**src/pkg/ssfp_consts.vh**
```
// Constants for the synchronous serial port framing block.
// Assumes inclusion by the design file under hw/ and by the checker and bench under verification/.
`ifndef SSFP_CONSTS_VH
`define SSFP_CONSTS_VH

// Register byte offsets on the peripheral bus
`define SSFP_OFF_CTRL_A     8'h00
`define SSFP_OFF_CTRL_B     8'h04
`define SSFP_OFF_IIR        8'h08
`define SSFP_OFF_DATA       8'h0c
`define SSFP_OFF_PRESC      8'h10
`define SSFP_OFF_STAT       8'h14
`define SSFP_OFF_LIMIT      8'h18
// Register reset values
`define SSFP_RST_CTRL_A     16'h0000
`define SSFP_RST_CTRL_B     8'h00
`define SSFP_RST_PRESC      8'h02
// Writable bits of control word A (bit 6 reads zero)
`define SSFP_CTRL_A_WMASK   16'hffbf
// Control word A fields
`define SSFP_A_SCR_HI       15
`define SSFP_A_SCR_LO       8
`define SSFP_A_SSE          7
`define SSFP_A_FRF_HI       5
`define SSFP_A_FRF_LO       4
`define SSFP_A_DSS_HI       3
`define SSFP_A_DSS_LO       0
// Control word B fields
`define SSFP_B_POL          3
`define SSFP_B_PHA          4
// Frame format codes
`define SSFP_FRF_SPI        2'b00
`define SSFP_FRF_PULSED     2'b01
`define SSFP_FRF_HALFDUP    2'b10
// Last index of the half-duplex command byte
`define SSFP_CMD_LAST       4'h7
// Highest word length code
`define SSFP_DSS_MAX        4'hf
// Transmit queue geometry
`define SSFP_FIFO_DEPTH     5'h08
`define SSFP_FIFO_AW        3
// Status register bit positions
`define SSFP_ST_TFE         0
`define SSFP_ST_TNF         1
`define SSFP_ST_RNE         2
`define SSFP_ST_BSY         3
`define SSFP_ST_ROR         4

`endif

```
**src/hw/ssfp_port.v**
```verilog
// Synchronous serial port framing block: APB register file, transmit
// queue, receive holding word and the serial frame engine.
// Assumes APB3 master on core_clk_in, inputs synchronous to that clock.
//
// The APB register port was decided locally.
`timescale 1ns/1ps
`default_nettype none
`include "ssfp_consts.vh"

module ssfp_port (
	input  wire        core_clk_in,        // System clock
	input  wire        rst_b_in,           // Synchronous reset, active low
	input  wire        ce_in,              // Clock enable, freezes state when low
	input  wire        psel_in,            // APB select
	input  wire        penable_in,         // APB enable
	input  wire        pwrite_in,          // APB direction
	input  wire [7:0]  paddr_in,           // APB byte address
	input  wire [31:0] pwdata_in,          // APB write data
	output wire [31:0] prdata_out,         // APB read data
	output wire        pready_out,         // APB ready
	output wire        pslverr_out,        // APB error, unmapped address
	input  wire        serial_data_in,     // Line data from the slave
	output wire        serial_data_out,    // Line data to the slave
	output wire        serial_clock_out,   // Serial clock
	output wire        frame_pulse_out,    // Pulsed-format sync, active high
	output wire        frame_select_n_out  // Frame select, active low
);

	////////////////////////////////////////////////////////////////////////
	// Engine states, one-hot
	localparam [5:0] ST_IDLE  = 6'h01;     // Waiting for a queued word
	localparam [5:0] ST_SYNC  = 6'h02;     // Sync pulse period
	localparam [5:0] ST_SHIFT = 6'h04;     // Data or command bits
	localparam [5:0] ST_TURN  = 6'h08;     // Turnaround period
	localparam [5:0] ST_REPLY = 6'h10;     // Reply bits
	localparam [5:0] ST_END   = 6'h20;     // Half period of rest

	////////////////////////////////////////////////////////////////////////
	// Registers
	reg  [15:0] ctrl_a_reg;                // Control word A
	reg  [7:0]  ctrl_b_reg;                // Control word B
	reg  [7:0]  presc_reg;                 // Prescale divider
	reg  [31:0] prdata_reg;                // Read data
	reg         pready_reg;                // Ready
	reg         pslverr_reg;               // Error
	reg  [15:0] tx_mem [0:7];              // Transmit queue storage
	reg  [2:0]  wr_ptr_reg;                // Queue write index
	reg  [2:0]  rd_ptr_reg;                // Queue read index
	reg  [4:0]  fifo_cnt_reg;              // Queue fill level
	reg  [15:0] rx_hold_reg;               // Received word
	reg         rx_full_reg;               // Received word waiting
	reg         overrun_reg;               // Received word lost
	reg  [5:0]  state_reg;                 // Engine state
	reg         half_reg;                  // Second half of a bit period
	reg  [3:0]  bit_cnt_reg;               // Bit index within segment
	reg  [15:0] tx_sh_reg;                 // Transmit shifter
	reg  [15:0] rx_sh_reg;                 // Receive shifter
	reg  [7:0]  pre_cnt_reg;               // Prescale counter
	reg  [7:0]  scr_cnt_reg;               // Rate divisor counter
	reg         sclk_reg;                  // Serial clock flop
	reg         sdo_reg;                   // Serial data flop
	reg         pulse_reg;                 // Sync pulse flop
	reg         fsn_reg;                   // Frame select flop

	////////////////////////////////////////////////////////////////////////
	// Field decode
	// field extraction
	wire [7:0]  scr_w   = ctrl_a_reg[`SSFP_A_SCR_HI:`SSFP_A_SCR_LO];
	wire        sse_w   = ctrl_a_reg[`SSFP_A_SSE];
	wire [1:0]  frf_w   = ctrl_a_reg[`SSFP_A_FRF_HI:`SSFP_A_FRF_LO];
	wire [3:0]  dss_w   = ctrl_a_reg[`SSFP_A_DSS_HI:`SSFP_A_DSS_LO];
	wire        pol_w   = ctrl_b_reg[`SSFP_B_POL];
	wire        pha_w   = ctrl_b_reg[`SSFP_B_PHA];
	wire        is_pul_w = (frf_w == `SSFP_FRF_PULSED);
	wire        is_hd_w  = (frf_w == `SSFP_FRF_HALFDUP);
	wire        is_spi_w = (frf_w == `SSFP_FRF_SPI);
	// Active-first bits: clock leaves idle at the start of each period.
	// Pulsed keeps its launch edge rising, half-duplex its capture edge
	// rising, whatever the idle level.
	// edge choice per format
	wire        act_first_w = (is_pul_w & ~pol_w) | (is_hd_w & pol_w) | (is_spi_w & pha_w);

	////////////////////////////////////////////////////////////////////////
	// Bus decode
	wire        acc_w    = psel_in & penable_in & pready_reg;
	wire        wr_w     = acc_w & pwrite_in;
	wire        rd_w     = acc_w & ~pwrite_in;
	wire        mapped_w = (paddr_in < `SSFP_OFF_LIMIT) && (paddr_in[1:0] == 2'b00);
	wire        fifo_full_w  = (fifo_cnt_reg == `SSFP_FIFO_DEPTH);
	wire        fifo_empty_w = (fifo_cnt_reg == 5'h00);
	wire        push_w   = wr_w & (paddr_in == `SSFP_OFF_DATA) & ~fifo_full_w;
	wire        rd_dat_w = rd_w & (paddr_in == `SSFP_OFF_DATA);
	wire        ovr_clr_w = wr_w & (paddr_in == `SSFP_OFF_IIR);

	////////////////////////////////////////////////////////////////////////
	// Bit clock generation
	// half-period tick from prescaler and rate divisor
	wire        pre_done_w = (({1'b0, pre_cnt_reg} + 9'h001) >= {1'b0, presc_reg});
	wire        tick_w     = pre_done_w & (scr_cnt_reg == scr_w);
	wire        idle_w     = (state_reg == ST_IDLE);
	wire        start_w    = idle_w & sse_w & ~fifo_empty_w;
	wire [3:0]  last_w     = (is_hd_w && state_reg == ST_SHIFT) ? `SSFP_CMD_LAST : dss_w;
	wire        bit_end_w  = tick_w & half_reg & (bit_cnt_reg == last_w) &
	                         ((state_reg == ST_SHIFT) | (state_reg == ST_REPLY));
	wire        store_w    = bit_end_w & ((state_reg == ST_REPLY) | ~is_hd_w);
	wire [15:0] head_w     = tx_mem[rd_ptr_reg];
	// left-align the word so its MSB leaves first
	wire [3:0]  lsh_w      = `SSFP_DSS_MAX - dss_w;
	wire [15:0] load_w     = is_hd_w ? {head_w[7:0], 8'h00} : (head_w << lsh_w);

	////////////////////////////////////////////////////////////////////////
	// APB slave and control registers
	always @(posedge core_clk_in) begin
		if (!rst_b_in) begin
			ctrl_a_reg  <= `SSFP_RST_CTRL_A;
			ctrl_b_reg  <= `SSFP_RST_CTRL_B;
			presc_reg   <= `SSFP_RST_PRESC;
			prdata_reg  <= 32'h0000_0000;
			pready_reg  <= 1'b0;
			pslverr_reg <= 1'b0;
		end else if (ce_in) begin
			// One wait cycle, then ready for one cycle
			pready_reg  <= psel_in & penable_in & ~pready_reg;
			if (psel_in && penable_in && !pready_reg) begin
				pslverr_reg <= ~mapped_w;
				// Read mux
				case (paddr_in)
					`SSFP_OFF_CTRL_A: prdata_reg <= {16'h0000, ctrl_a_reg};
					`SSFP_OFF_CTRL_B: prdata_reg <= {24'h000000, ctrl_b_reg};
					`SSFP_OFF_DATA:   prdata_reg <= {16'h0000, rx_hold_reg};
					`SSFP_OFF_PRESC:  prdata_reg <= {24'h000000, presc_reg};
					`SSFP_OFF_STAT: begin
						prdata_reg <= 32'h0000_0000;
						prdata_reg[`SSFP_ST_TFE] <= fifo_empty_w;
						prdata_reg[`SSFP_ST_TNF] <= ~fifo_full_w;
						prdata_reg[`SSFP_ST_RNE] <= rx_full_reg;
						prdata_reg[`SSFP_ST_BSY] <= ~idle_w | ~fifo_empty_w;
						prdata_reg[`SSFP_ST_ROR] <= overrun_reg;
					end
					// Identification and unmapped read zero
					default:          prdata_reg <= 32'h0000_0000;
				endcase
			end else begin
				pslverr_reg <= 1'b0;
			end
			// writable fields, bit 6 forced zero
			if (wr_w && paddr_in == `SSFP_OFF_CTRL_A) begin
				ctrl_a_reg <= pwdata_in[15:0] & `SSFP_CTRL_A_WMASK;
			end
			if (wr_w && paddr_in == `SSFP_OFF_CTRL_B) begin
				ctrl_b_reg <= pwdata_in[7:0];
			end
			if (wr_w && paddr_in == `SSFP_OFF_PRESC) begin
				presc_reg <= pwdata_in[7:0];
			end
		end
	end

	////////////////////////////////////////////////////////////////////////
	// Transmit queue storage, no reset needed on data
	always @(posedge core_clk_in) begin
		if (ce_in && push_w) begin
			tx_mem[wr_ptr_reg] <= pwdata_in[15:0];
		end
	end

	////////////////////////////////////////////////////////////////////////
	// Transmit queue pointers
	// queue feeds the engine until empty
	always @(posedge core_clk_in) begin
		if (!rst_b_in) begin
			wr_ptr_reg   <= 3'h0;
			rd_ptr_reg   <= 3'h0;
			fifo_cnt_reg <= 5'h00;
		end else if (ce_in) begin
			if (push_w) begin
				wr_ptr_reg <= wr_ptr_reg + 3'h1;
			end
			if (start_w) begin
				rd_ptr_reg <= rd_ptr_reg + 3'h1;
			end
			// Level tracks both sides
			if (push_w && !start_w) begin
				fifo_cnt_reg <= fifo_cnt_reg + 5'h01;
			end else if (!push_w && start_w) begin
				fifo_cnt_reg <= fifo_cnt_reg - 5'h01;
			end
		end
	end

	////////////////////////////////////////////////////////////////////////
	// Receive holding word and overrun flag
	always @(posedge core_clk_in) begin
		if (!rst_b_in) begin
			rx_hold_reg <= 16'h0000;
			rx_full_reg <= 1'b0;
			overrun_reg <= 1'b0;
		end else if (ce_in) begin
			if (store_w && (!rx_full_reg || rd_dat_w)) begin
				rx_hold_reg <= rx_sh_reg;
				rx_full_reg <= 1'b1;
			end else if (rd_dat_w) begin
				rx_full_reg <= 1'b0;
			end
			// Set wins over clear
			if (store_w && rx_full_reg && !rd_dat_w) begin
				overrun_reg <= 1'b1;
			end else if (ovr_clr_w) begin
				overrun_reg <= 1'b0;
			end
		end
	end

	////////////////////////////////////////////////////////////////////////
	// Divider counters, held at zero outside frames
	always @(posedge core_clk_in) begin
		if (!rst_b_in) begin
			pre_cnt_reg <= 8'h00;
			scr_cnt_reg <= 8'h00;
		end else if (ce_in) begin
			if (idle_w) begin
				pre_cnt_reg <= 8'h00;
				scr_cnt_reg <= 8'h00;
			end else if (pre_done_w) begin
				pre_cnt_reg <= 8'h00;
				scr_cnt_reg <= (scr_cnt_reg == scr_w) ? 8'h00 : scr_cnt_reg + 8'h01;
			end else begin
				pre_cnt_reg <= pre_cnt_reg + 8'h01;
			end
		end
	end

	////////////////////////////////////////////////////////////////////////
	// Frame engine
	always @(posedge core_clk_in) begin
		if (!rst_b_in) begin
			state_reg   <= ST_IDLE;
			half_reg    <= 1'b0;
			bit_cnt_reg <= 4'h0;
			tx_sh_reg   <= 16'h0000;
			rx_sh_reg   <= 16'h0000;
			sclk_reg    <= 1'b0;
			sdo_reg     <= 1'b0;
			pulse_reg   <= 1'b0;
			fsn_reg     <= 1'b1;
		end else if (ce_in) begin
			case (state_reg)
				ST_IDLE: begin
					// clock rests at the polarity level
					sclk_reg  <= pol_w;
					sdo_reg   <= 1'b0;
					pulse_reg <= 1'b0;
					fsn_reg   <= 1'b1;
					half_reg  <= 1'b0;
					if (start_w) begin
						tx_sh_reg   <= load_w;
						rx_sh_reg   <= 16'h0000;
						bit_cnt_reg <= 4'h0;
						sclk_reg    <= act_first_w ? ~pol_w : pol_w;
						if (is_pul_w) begin
							state_reg <= ST_SYNC;
							pulse_reg <= 1'b1;
						end else begin
							// select goes low for the frame
							state_reg <= ST_SHIFT;
							fsn_reg   <= 1'b0;
							sdo_reg   <= load_w[15];
						end
					end
				end
				ST_SYNC: begin
					if (tick_w) begin
						half_reg <= ~half_reg;
						// Pulsed clock is high in the first half of a period
						sclk_reg <= half_reg;
						if (half_reg) begin
							// first bit launched on rising edge
							pulse_reg <= 1'b0;
							state_reg <= ST_SHIFT;
							sdo_reg   <= tx_sh_reg[15];
						end
					end
				end
				ST_SHIFT, ST_TURN, ST_REPLY: begin
					if (!sse_w) begin
						state_reg <= ST_END;
					end else if (tick_w && !half_reg) begin
						// clock moves only on ticks in a frame
						half_reg <= 1'b1;
						sclk_reg <= act_first_w ? pol_w : ~pol_w;
						// capture skipped while command goes out
						if (state_reg == ST_REPLY ||
						    (state_reg == ST_SHIFT && !is_hd_w)) begin
							rx_sh_reg <= {rx_sh_reg[14:0], serial_data_in};
						end
					end else if (tick_w) begin
						half_reg <= 1'b0;
						sclk_reg <= act_first_w ? ~pol_w : pol_w;
						if (state_reg == ST_TURN) begin
							state_reg   <= ST_REPLY;
							bit_cnt_reg <= 4'h0;
						end else if (bit_cnt_reg == last_w) begin
							sdo_reg <= 1'b0;
							// 8 + 1 + reply bits
							if (is_hd_w && state_reg == ST_SHIFT) begin
								state_reg <= ST_TURN;
							end else begin
								state_reg <= ST_END;
								sclk_reg  <= pol_w;
							end
						end else begin
							bit_cnt_reg <= bit_cnt_reg + 4'h1;
							tx_sh_reg   <= {tx_sh_reg[14:0], 1'b0};
							if (state_reg == ST_SHIFT) begin
								sdo_reg <= tx_sh_reg[14];
							end
						end
					end
				end
				ST_END: begin
					// select rises to mark the frame end
					sclk_reg  <= pol_w;
					fsn_reg   <= 1'b1;
					pulse_reg <= 1'b0;
					sdo_reg   <= 1'b0;
					if (tick_w || !sse_w) begin
						state_reg <= ST_IDLE;
					end
				end
				default: begin
					state_reg <= ST_IDLE;
				end
			endcase
		end
	end

	////////////////////////////////////////////////////////////////////////
	// Outputs straight from flops
	assign prdata_out         = prdata_reg;
	assign pready_out         = pready_reg;
	assign pslverr_out        = pslverr_reg;
	assign serial_data_out    = sdo_reg;
	assign serial_clock_out   = sclk_reg;
	assign frame_pulse_out    = pulse_reg;
	assign frame_select_n_out = fsn_reg;

endmodule
`default_nettype wire

```
**config.mk**
```make
export PLATFORM = sky130hd
export DESIGN_NAME = ssfp_port
export DESIGN_NICKNAME = d
export VERILOG_FILES = /design/src/hw/ssfp_port.v
export VERILOG_INCLUDE_DIRS = /design/src /design/src/pkg
export SDC_FILE = /design/constraint.sdc
export NUM_CORES = 1
export LEC_CHECK = 0
export ABC_AREA = 1
export BUFFER_PORTS_ARGS = -buffer_cell sky130_fd_sc_hd__buf_2
export CAP_MARGIN = 40
export CORE_ASPECT_RATIO = 0.9
export CORE_MARGIN = 2
export CORE_UTILIZATION = 60
export CTS_BUF_LIST = sky130_fd_sc_hd__clkbuf_8
export CTS_CLUSTER_DIAMETER = 200
export DETAILED_ROUTE_END_ITERATION = 6
export HOLD_SLACK_MARGIN = 0.08
export PLACE_DENSITY = 0.79
export SETUP_SLACK_MARGIN = 0.02
export SLEW_MARGIN = 20
export SYNTH_ARGS = -nofsm -noshare
export SYNTH_HDL_FRONTEND = slang
export SYNTH_SLANG_ARGS = --single-unit
export TNS_END_PERCENT = 30
```
**constraint.sdc**
```tcl
create_clock -name core_clk_in -period 7.85 [get_ports core_clk_in]
set_input_delay 1.57 -clock core_clk_in [delete_from_list [all_inputs] [get_ports core_clk_in]]
set_output_delay 1.57 -clock core_clk_in [all_outputs]
set_load 0.02 [all_outputs]
```
==> run summary, run 1 <==
run status: complete, no violations
Worst setup EP type: register
fill cell count: 1836
VDD IR max: 0.000193 V
Mapped Avg Cell Area: 8.19 sq um
main flop type after synthesis: dfxtp_1
post-CTS resize count: 0
setup_tns: 0 ps
IO Pins: 85
Core ar.: 21600 sq um
Hold Path Class: register to register
total length of routed wires: 32.0 mm
DR iter-0 viols: 1193
Tcrit/Tclk final: 47.8%
CP cell instances: buf_2 -> or3_4 -> nor2_1 -> nand3_1 -> nor3_1 -> ha_1 -> inv_1 -> fa_1 -> a21o_1 -> a21oi_1 -> nor2_1 -> nor2_1 -> nand2_1 -> o21ai_0 -> a21oi_1
CTS root buf: clkbuf_8
Worst Path Arrival: 4200 ps
cell taking the most area after synthesis: edfxtp_1
htree depth: 2
# hold bufs at CTS: 0
CP Depth: 15
pin count of the biggest net entering global routing: 84
part of the power in the clock network: 35.3%
Leakage: 5.78 nW
Req. time, crit path: 8300 ps
crit-path max FO: 4
gr usage total: 27.3%
Largest delay share family, worst path: simple AND/OR/NAND/NOR gates
Detail Route Antenna Nets: 0
global-route wire length before repair: 50.5 mm
worst path bufs/invs: 2
Finished Core Util: 66.5%
sw power: 0.961 mW
DR WL/cell: 16.2 um
DRC viols: 0
clock period minus final worst setup slack: 3750 ps
CTS tree: yes
DP HPWL: 21.0 mm
sequential cell area fraction in the yosys report: 51.2%
antenna cells: 0
max frequency: 267 MHz
final clock skew: 22.8 ps
port bufs: 52
Clock Sinks: 272
Vias/cell: 5.61
layout cells sized above 1: 12.3%
Reg clk slew, reported paths: 60 ps
relative slew slack: 45.3%
Cell Area, Synth: 13100 sq um
Slew Limit Fails: 0
part of the power in combinational logic: 16.0%
area of the multi-input gates: 5540 sq um
Most flops, register: tx_mem
Clock Latency Late Sink: 570 ps
total global routing overflow: 0
GP Congestion: 0.917
slowest cell on the critical path: fa_1
synth unique cells: 59
Fin. Hold Viols: 0
Rows: 51
final setup vio count: 0
Largest stage delay, worst path: 420 ps
P&R area growth vs syn: 9.15%
vias: 11100
most frequent CP cell: nor2_1
critical path class: input pin to register
internal power: 2.29 mW
FF+latch area: 6730 sq um
Worst Tran Pin Value: 820 ps
Hold Path Cell Cnt: 2
synth top area cells: edfxtp_1 29%, dfxtp_1 22%, nand2_1 10%
die area: 23100 sq um
MaxCap Viol Count: 0
FF-to-FF path depth: 21
yosys warns: 0
share of flip-flops with an asynchronous set or reset: 0%
initial antenna violation count: 0
vias in the first global route: 9990
DR pass1 iterations: 6
Post-synth EDFFs: 128
Die Y-Extent: 144 um
CTS buffer count: 44
Chip Width: 160 um
buffer depth of the longest clock path: 3
PwrDens: 226 nW/um^2
Net count, final: 1714
Setup Fix Bufs, Post-CTS: 0
RSZ-0062 raised after global routing: false
share of power burned in registers: 48.7%
startpoint types: input pin
number of flip-flops under the largest register name: 128
Initial Utilization: 60.9%
Sw Share: 29.6%
Synth top area share: 29.3%
register bit total from synthesis: 272
Mapped Cells: 1604
-- worst reg2reg max path, cell delays in order (launching register included) --
cell      delay (ps)
dfxtp_1          450
ha_1             230
nand2_1           80
nor2_2           160
nand3_1          110
xor2_1           160
inv_1             80
ha_1             310
a21oi_1          200
o211ai_2         110
nor2_2           140
nand3_2          150
nand3_2          150
inv_2             50
nand2_1           90
nand2_1          150
clkinv_1          80
nand2_2          230
inv_2            340
nand2_1           80
nor2_1           110
nor2_1            50
-- power by group through the flow --
stage | logic, mW | registers (mW) | clock network, mW
after detailed placement | 0.513 | 1.61 | 0
final | 0.521 | 1.58 | 1.15
after global placement | 0.502 | 1.61 | 0
after CTS | 0.515 | 1.58 | 1.16
after floorplan | 0.419 | 1.61 | 0
after global routing | 0.579 | 1.59 | 1.23
-- per-layer routing --
metal	GRT usage, %	up-vias	share of wire (%)
met4	9.29	0	2.3
met5	0	-	0
met3	4.70	60	7.3
met1	37.5	5166	44
li1	-	5401	-
met2	44.5	451	46
-- synthesized netlist by cell type (all sizes together), types with 2 or more instances --
cell,count
a211oi,5
a21o,2
a21oi,116
a221oi,3
buf,49
clkbuf,34
clkinv,6
dfxtp,144
edfxtp,128
ha,17
inv,116
nand2,379
nand3,101
nand3b,7
nand4,8
nor2,255
nor3,20
nor4,2
o211ai,11
o21ai,162
o22ai,4
or2,2
xnor2,5
xor2,12
-- cell families (layout without fill, tap and decap cells) --
group	Yosys count	in the layout	share of synthesized area (%)
buf+inv	206	270	7.34
fa+ha+maj	18	18	1.77
simple gates	777	777	25.5
compound gates	313	313	13.0
flops	272	272	51.2
xor+xnor	17	17	1.13
other cells	1	16	0.0285
-- area by class of cell --
| cell class | count | area share [%] |
|---|---|---|
| sequential | 272 | 46.9 |
| multi-input combinational | 1141 | 38.6 |
| clock buffer | 50 | 4.80 |
| inverter | 122 | 3.23 |
| timing repair buffer | 68 | 2.91 |
| tap | 291 | 2.54 |
| clock inverter | 30 | 0.960 |
-- through the flow --
| step | total power [mW] | instance area (sq um) | setup slack [ps] | hold slack, ps | instances |
|---|---|---|---|---|---|
| finish | 3.25 | 14300 | 4100 | 458 | 1974 |
| global route | 3.39 | 14300 | 3880 | 469 | 1974 |
| CTS | 3.25 | 14300 | 4160 | 459 | 1973 |
| detailed placement | 2.12 | 13500 | 3560 | 451 | 1893 |
| global placement | 2.11 | 13400 | 3400 | 431 | 1890 |
| floorplan | 2.03 | 13200 | 3650 | 412 | 1619 |
-- layout by cell type, fill, tap and decap left out, drive strengths merged, types with 2 or more instances in the layout --
cell type	n
a211oi	5
a21o	2
a21oi	116
a221oi	3
buf	68
clkbuf	50
clkinv	17
conb	16
dfxtp	144
edfxtp	128
ha	17
inv	135
nand2	379
nand3	101
nand3b	7
nand4	8
nor2	255
nor3	20
nor4	2
o211ai	11
o21ai	162
o22ai	4
or2	2
xnor2	5
xor2	12
-- final timing paths --
path | slack (ps) | from | end
max | 4100 | paddr_in[5] | fifo_cnt_reg[4]
min | 460 | frame_pulse_out | frame_pulse_out
max reg2reg | 4230 | pre_cnt_reg[0] | tx_sh_reg[10]
min reg2reg | 460 | frame_pulse_out | frame_pulse_out
Power figures use the tool's default switching activity.
==> inputs of run 2 (changes only) <==
==> constraint.sdc (replaced) <==
create_clock -name core_clk_in -period 3.85 [get_ports core_clk_in]
set_input_delay 0.77 -clock core_clk_in [delete_from_list [all_inputs] [get_ports core_clk_in]]
set_output_delay 0.77 -clock core_clk_in [all_outputs]
set_load 0.02 [all_outputs]
==> run 2 against run 1 <==
Compared with the run above: sequential power up 100%; setup slack worse by 3700 ps; via count fell by 1.1%; sequential share of layout area down 0.33 points; routed wire length decreased by 0.78%; count of clock-buffer cells in the layout unchanged; worst hold slack lost 25 ps; final cell count grew 0.30%; non-clock buffer count rose by 11; clock power rose by 110%; register-to-register slack got worse by 3800 ps; largest power group unchanged.
==> run summary, run 2 (same netlist as run 1, synthesis figures left out) <==
Worst setup EP type: register
end of the worst hold path: rx_sh_reg[0]
final clock skew: 45.1 ps (+22.3 ps)
Worst Path Arrival: 3860 ps (-340 ps)
DR pass1 iterations: 7 (+1)
Tcrit/Tclk final: 88.7%
Final Non-Filler Cells: 1980 (+0.30%)
Fin. Hold Viols: 0 (unchanged)
Hold Path Class: input pin to register
Post-Place Worst Slack: 406 ps (-3150 ps)
total global routing overflow: 0 (unchanged)
Clock Sinks: 272 (unchanged)
reg-to-reg endpoint: tx_sh_reg[11]
Most flops, register: tx_mem
part of the power in the clock network: 35.8% (+0.5 points)
# hold bufs at CTS: 0 (unchanged)
port bufs: 52 (unchanged)
Net count, final: 1725 (+0.64%)
crit-path max FO: 13 (+9)
setup_tns: 0 ps (unchanged)
fill cell count: 1817 (-1.0%)
FF-to-FF path depth: 21 (unchanged)
Setup Fix Bufs, Post-CTS: 0 (unchanged)
CTS buffer count: 44 (unchanged)
Clock Latency Late Sink: 590 ps (+20 ps)
R2R Path Start: pre_cnt_reg[0]
CTS root buf: clkbuf_8
critical path class: register to register
Largest stage delay, worst path: 440 ps (+20 ps)
IO Pins: 85 (unchanged)
DR WL/cell: 16.0 um (-1.1%)
Reg clk slew, reported paths: 70 ps (about the same)
layout cells sized above 1: 13.1% (+0.84 points)
Finished Cell Area: 14400 sq um (+0.70%)
total length of routed wires: 31.7 mm (-0.78%)
gr usage total: 27.2% (-0.13 points)
placed insts: 1904 (+0.58%)
most common cell after layout, fill and taps aside: nand2_1
Leakage: 5.83 nW (+0.84%)
P&R area growth vs syn: 9.92%
clock period minus final worst setup slack: 3420 ps
Sw Share: 29.2% (-0.36 points)
max frequency: 293 MHz
buffer depth of the longest clock path: 3 (unchanged)
Worst Tran Pin Value: 807 ps (-12.5 ps)
Core ar.: 21600 sq um (unchanged)
Hold Path Cell Cnt: 3 (+1)
final setup vio count: 0 (unchanged)
Initial Utilization: 60.9% (unchanged)
Die Y-Extent: 144 um (unchanged)
share of power burned in registers: 48.1% (-0.6 points)
RSZ-0062 raised after global routing: false
VDD IR max: 0.000394 V (+100%)
initial antenna violation count: 0 (unchanged)
antenna cells: 0 (unchanged)
Slew Limit Fails: 0 (unchanged)
die area: 23100 sq um (unchanged)
vias: 11000 (-1.1%)
global-route wire length before repair: 50.2 mm (-0.66%)
GP Congestion: 0.926 (+1.0%)
vias in the first global route: 9950 (-0.40%)
DRC viols: 0 (unchanged)
sw power: 1.96 mW (+100%)
worst setup margin: 434 ps (-3670 ps)
run status: complete, no violations
critical hold path startpoint: serial_data_in
CP cell instances: ha_1 -> nand2_1 -> nor2_2 -> nand3_1 -> xor2_1 -> inv_1 -> ha_1 -> a21oi_1 -> o211ai_2 -> nor2_2 -> nand3_2 -> nand3_2 -> inv_2 -> nand2_1 -> nand2_1 -> clkinv_1 -> nand2_2 -> inv_2 -> nand2_1 -> nor2_1 -> nor2_1
Finished Core Util: 66.9% (+0.46 points)
Req. time, crit path: 4290 ps (-4010 ps)
internal power: 4.74 mW (+110%)
slowest cell on the critical path: dfxtp_1
most frequent CP cell: nand2_1
CTS tree: yes
Chip Width: 160 um (unchanged)
pin count of the biggest net entering global routing: 68 (-19%)
relative slew slack: 45.8% (+0.48 points)
Rows: 51 (unchanged)
DP Area: 13600 sq um (+0.64%)
Reg2Reg Setup Slack: 430 ps (-3800 ps)
Vias/cell: 5.53 (-1.4%)
most frequent cells in the layout: 364 x nand2_1, 232 x nor2_1, 143 x o21ai_0, 143 x dfxtp_1, 128 x edfxtp_1
PwrDens: 464 nW/um^2 (+100%)
post-CTS resize count: 0 (unchanged)
number of flip-flops under the largest register name: 128 (unchanged)
part of the power in combinational logic: 16.1% (about the same)
DP HPWL: 20.7 mm (-1.6%)
htree depth: 2 (unchanged)
startpoint types: register
DR iter-0 viols: 993 (-17%)
MaxCap Viol Count: 0 (unchanged)
Detail Route Antenna Nets: 0 (unchanged)
==> run 2: worst max-delay path by stage <==
stage                   start         endpoint  cells past startpoint
2_1_floorplan     paddr_in[5]     tx_mem[3][0]                      8
3_3_place_gp      paddr_in[5]  fifo_cnt_reg[4]                     15
3_5_place_dp      paddr_in[5]  fifo_cnt_reg[4]                     15
4_1_cts        pre_cnt_reg[0]    tx_sh_reg[11]                     21
5_1_grt        pre_cnt_reg[0]    tx_sh_reg[11]                     21
6_report       pre_cnt_reg[0]    tx_sh_reg[11]                     21
==> run 2: per-layer routing <==
layer / up-vias / track usage (%) / share of wire, %
li1: 5418 / - / -
met4: 0 / 9.77 / 2.4
met5: - / 0 / 0
met3: 65 / 5.13 / 7.6
met2: 405 / 43.6 / 45
met1: 5069 / 37.4 / 45
==> run 2: power groups by stage <==
stage                     Combinational, mW  Clock, mW  Sequential, mW
final                                  1.08       2.39            3.22
after global routing                   1.20       2.56            3.23
after CTS                              1.07       2.43            3.22
after floorplan                       0.854          0            3.28
after global placement                 1.04          0            3.27
after detailed placement               1.06          0            3.28
==> run 2: layout make-up <==
type	count	area [sq um]	share of cell area, %
Sequential cell	272	6730	46.6
Clock inverter	25	151	1.05
Clock buffer	50	688	4.77
Inverter	122	463	3.21
Timing Repair Buffer	79	503	3.48
Multi-Input combinational cell	1141	5540	38.4
Tap cell	291	364	2.52
==> run 2: metrics by stage <==
stage	hold slack [ps]	power, mW
after floorplan	412	4.14
after global placement	430	4.31
after detailed placement	433	4.34
after CTS	417	6.71
after global routing	448	6.99
final	433	6.69
==> run 2: worst max-delay path: cells and delay by family, from the launching register on <==
family	cells	cell delay [ps]
and+or+nand+nor	12	1360
adders and majority gates	2	550
buffers and inverters	4	510
DFF	1	440
AOI/OAI and AO/OA	2	290
xor gates and xnor gates	1	140
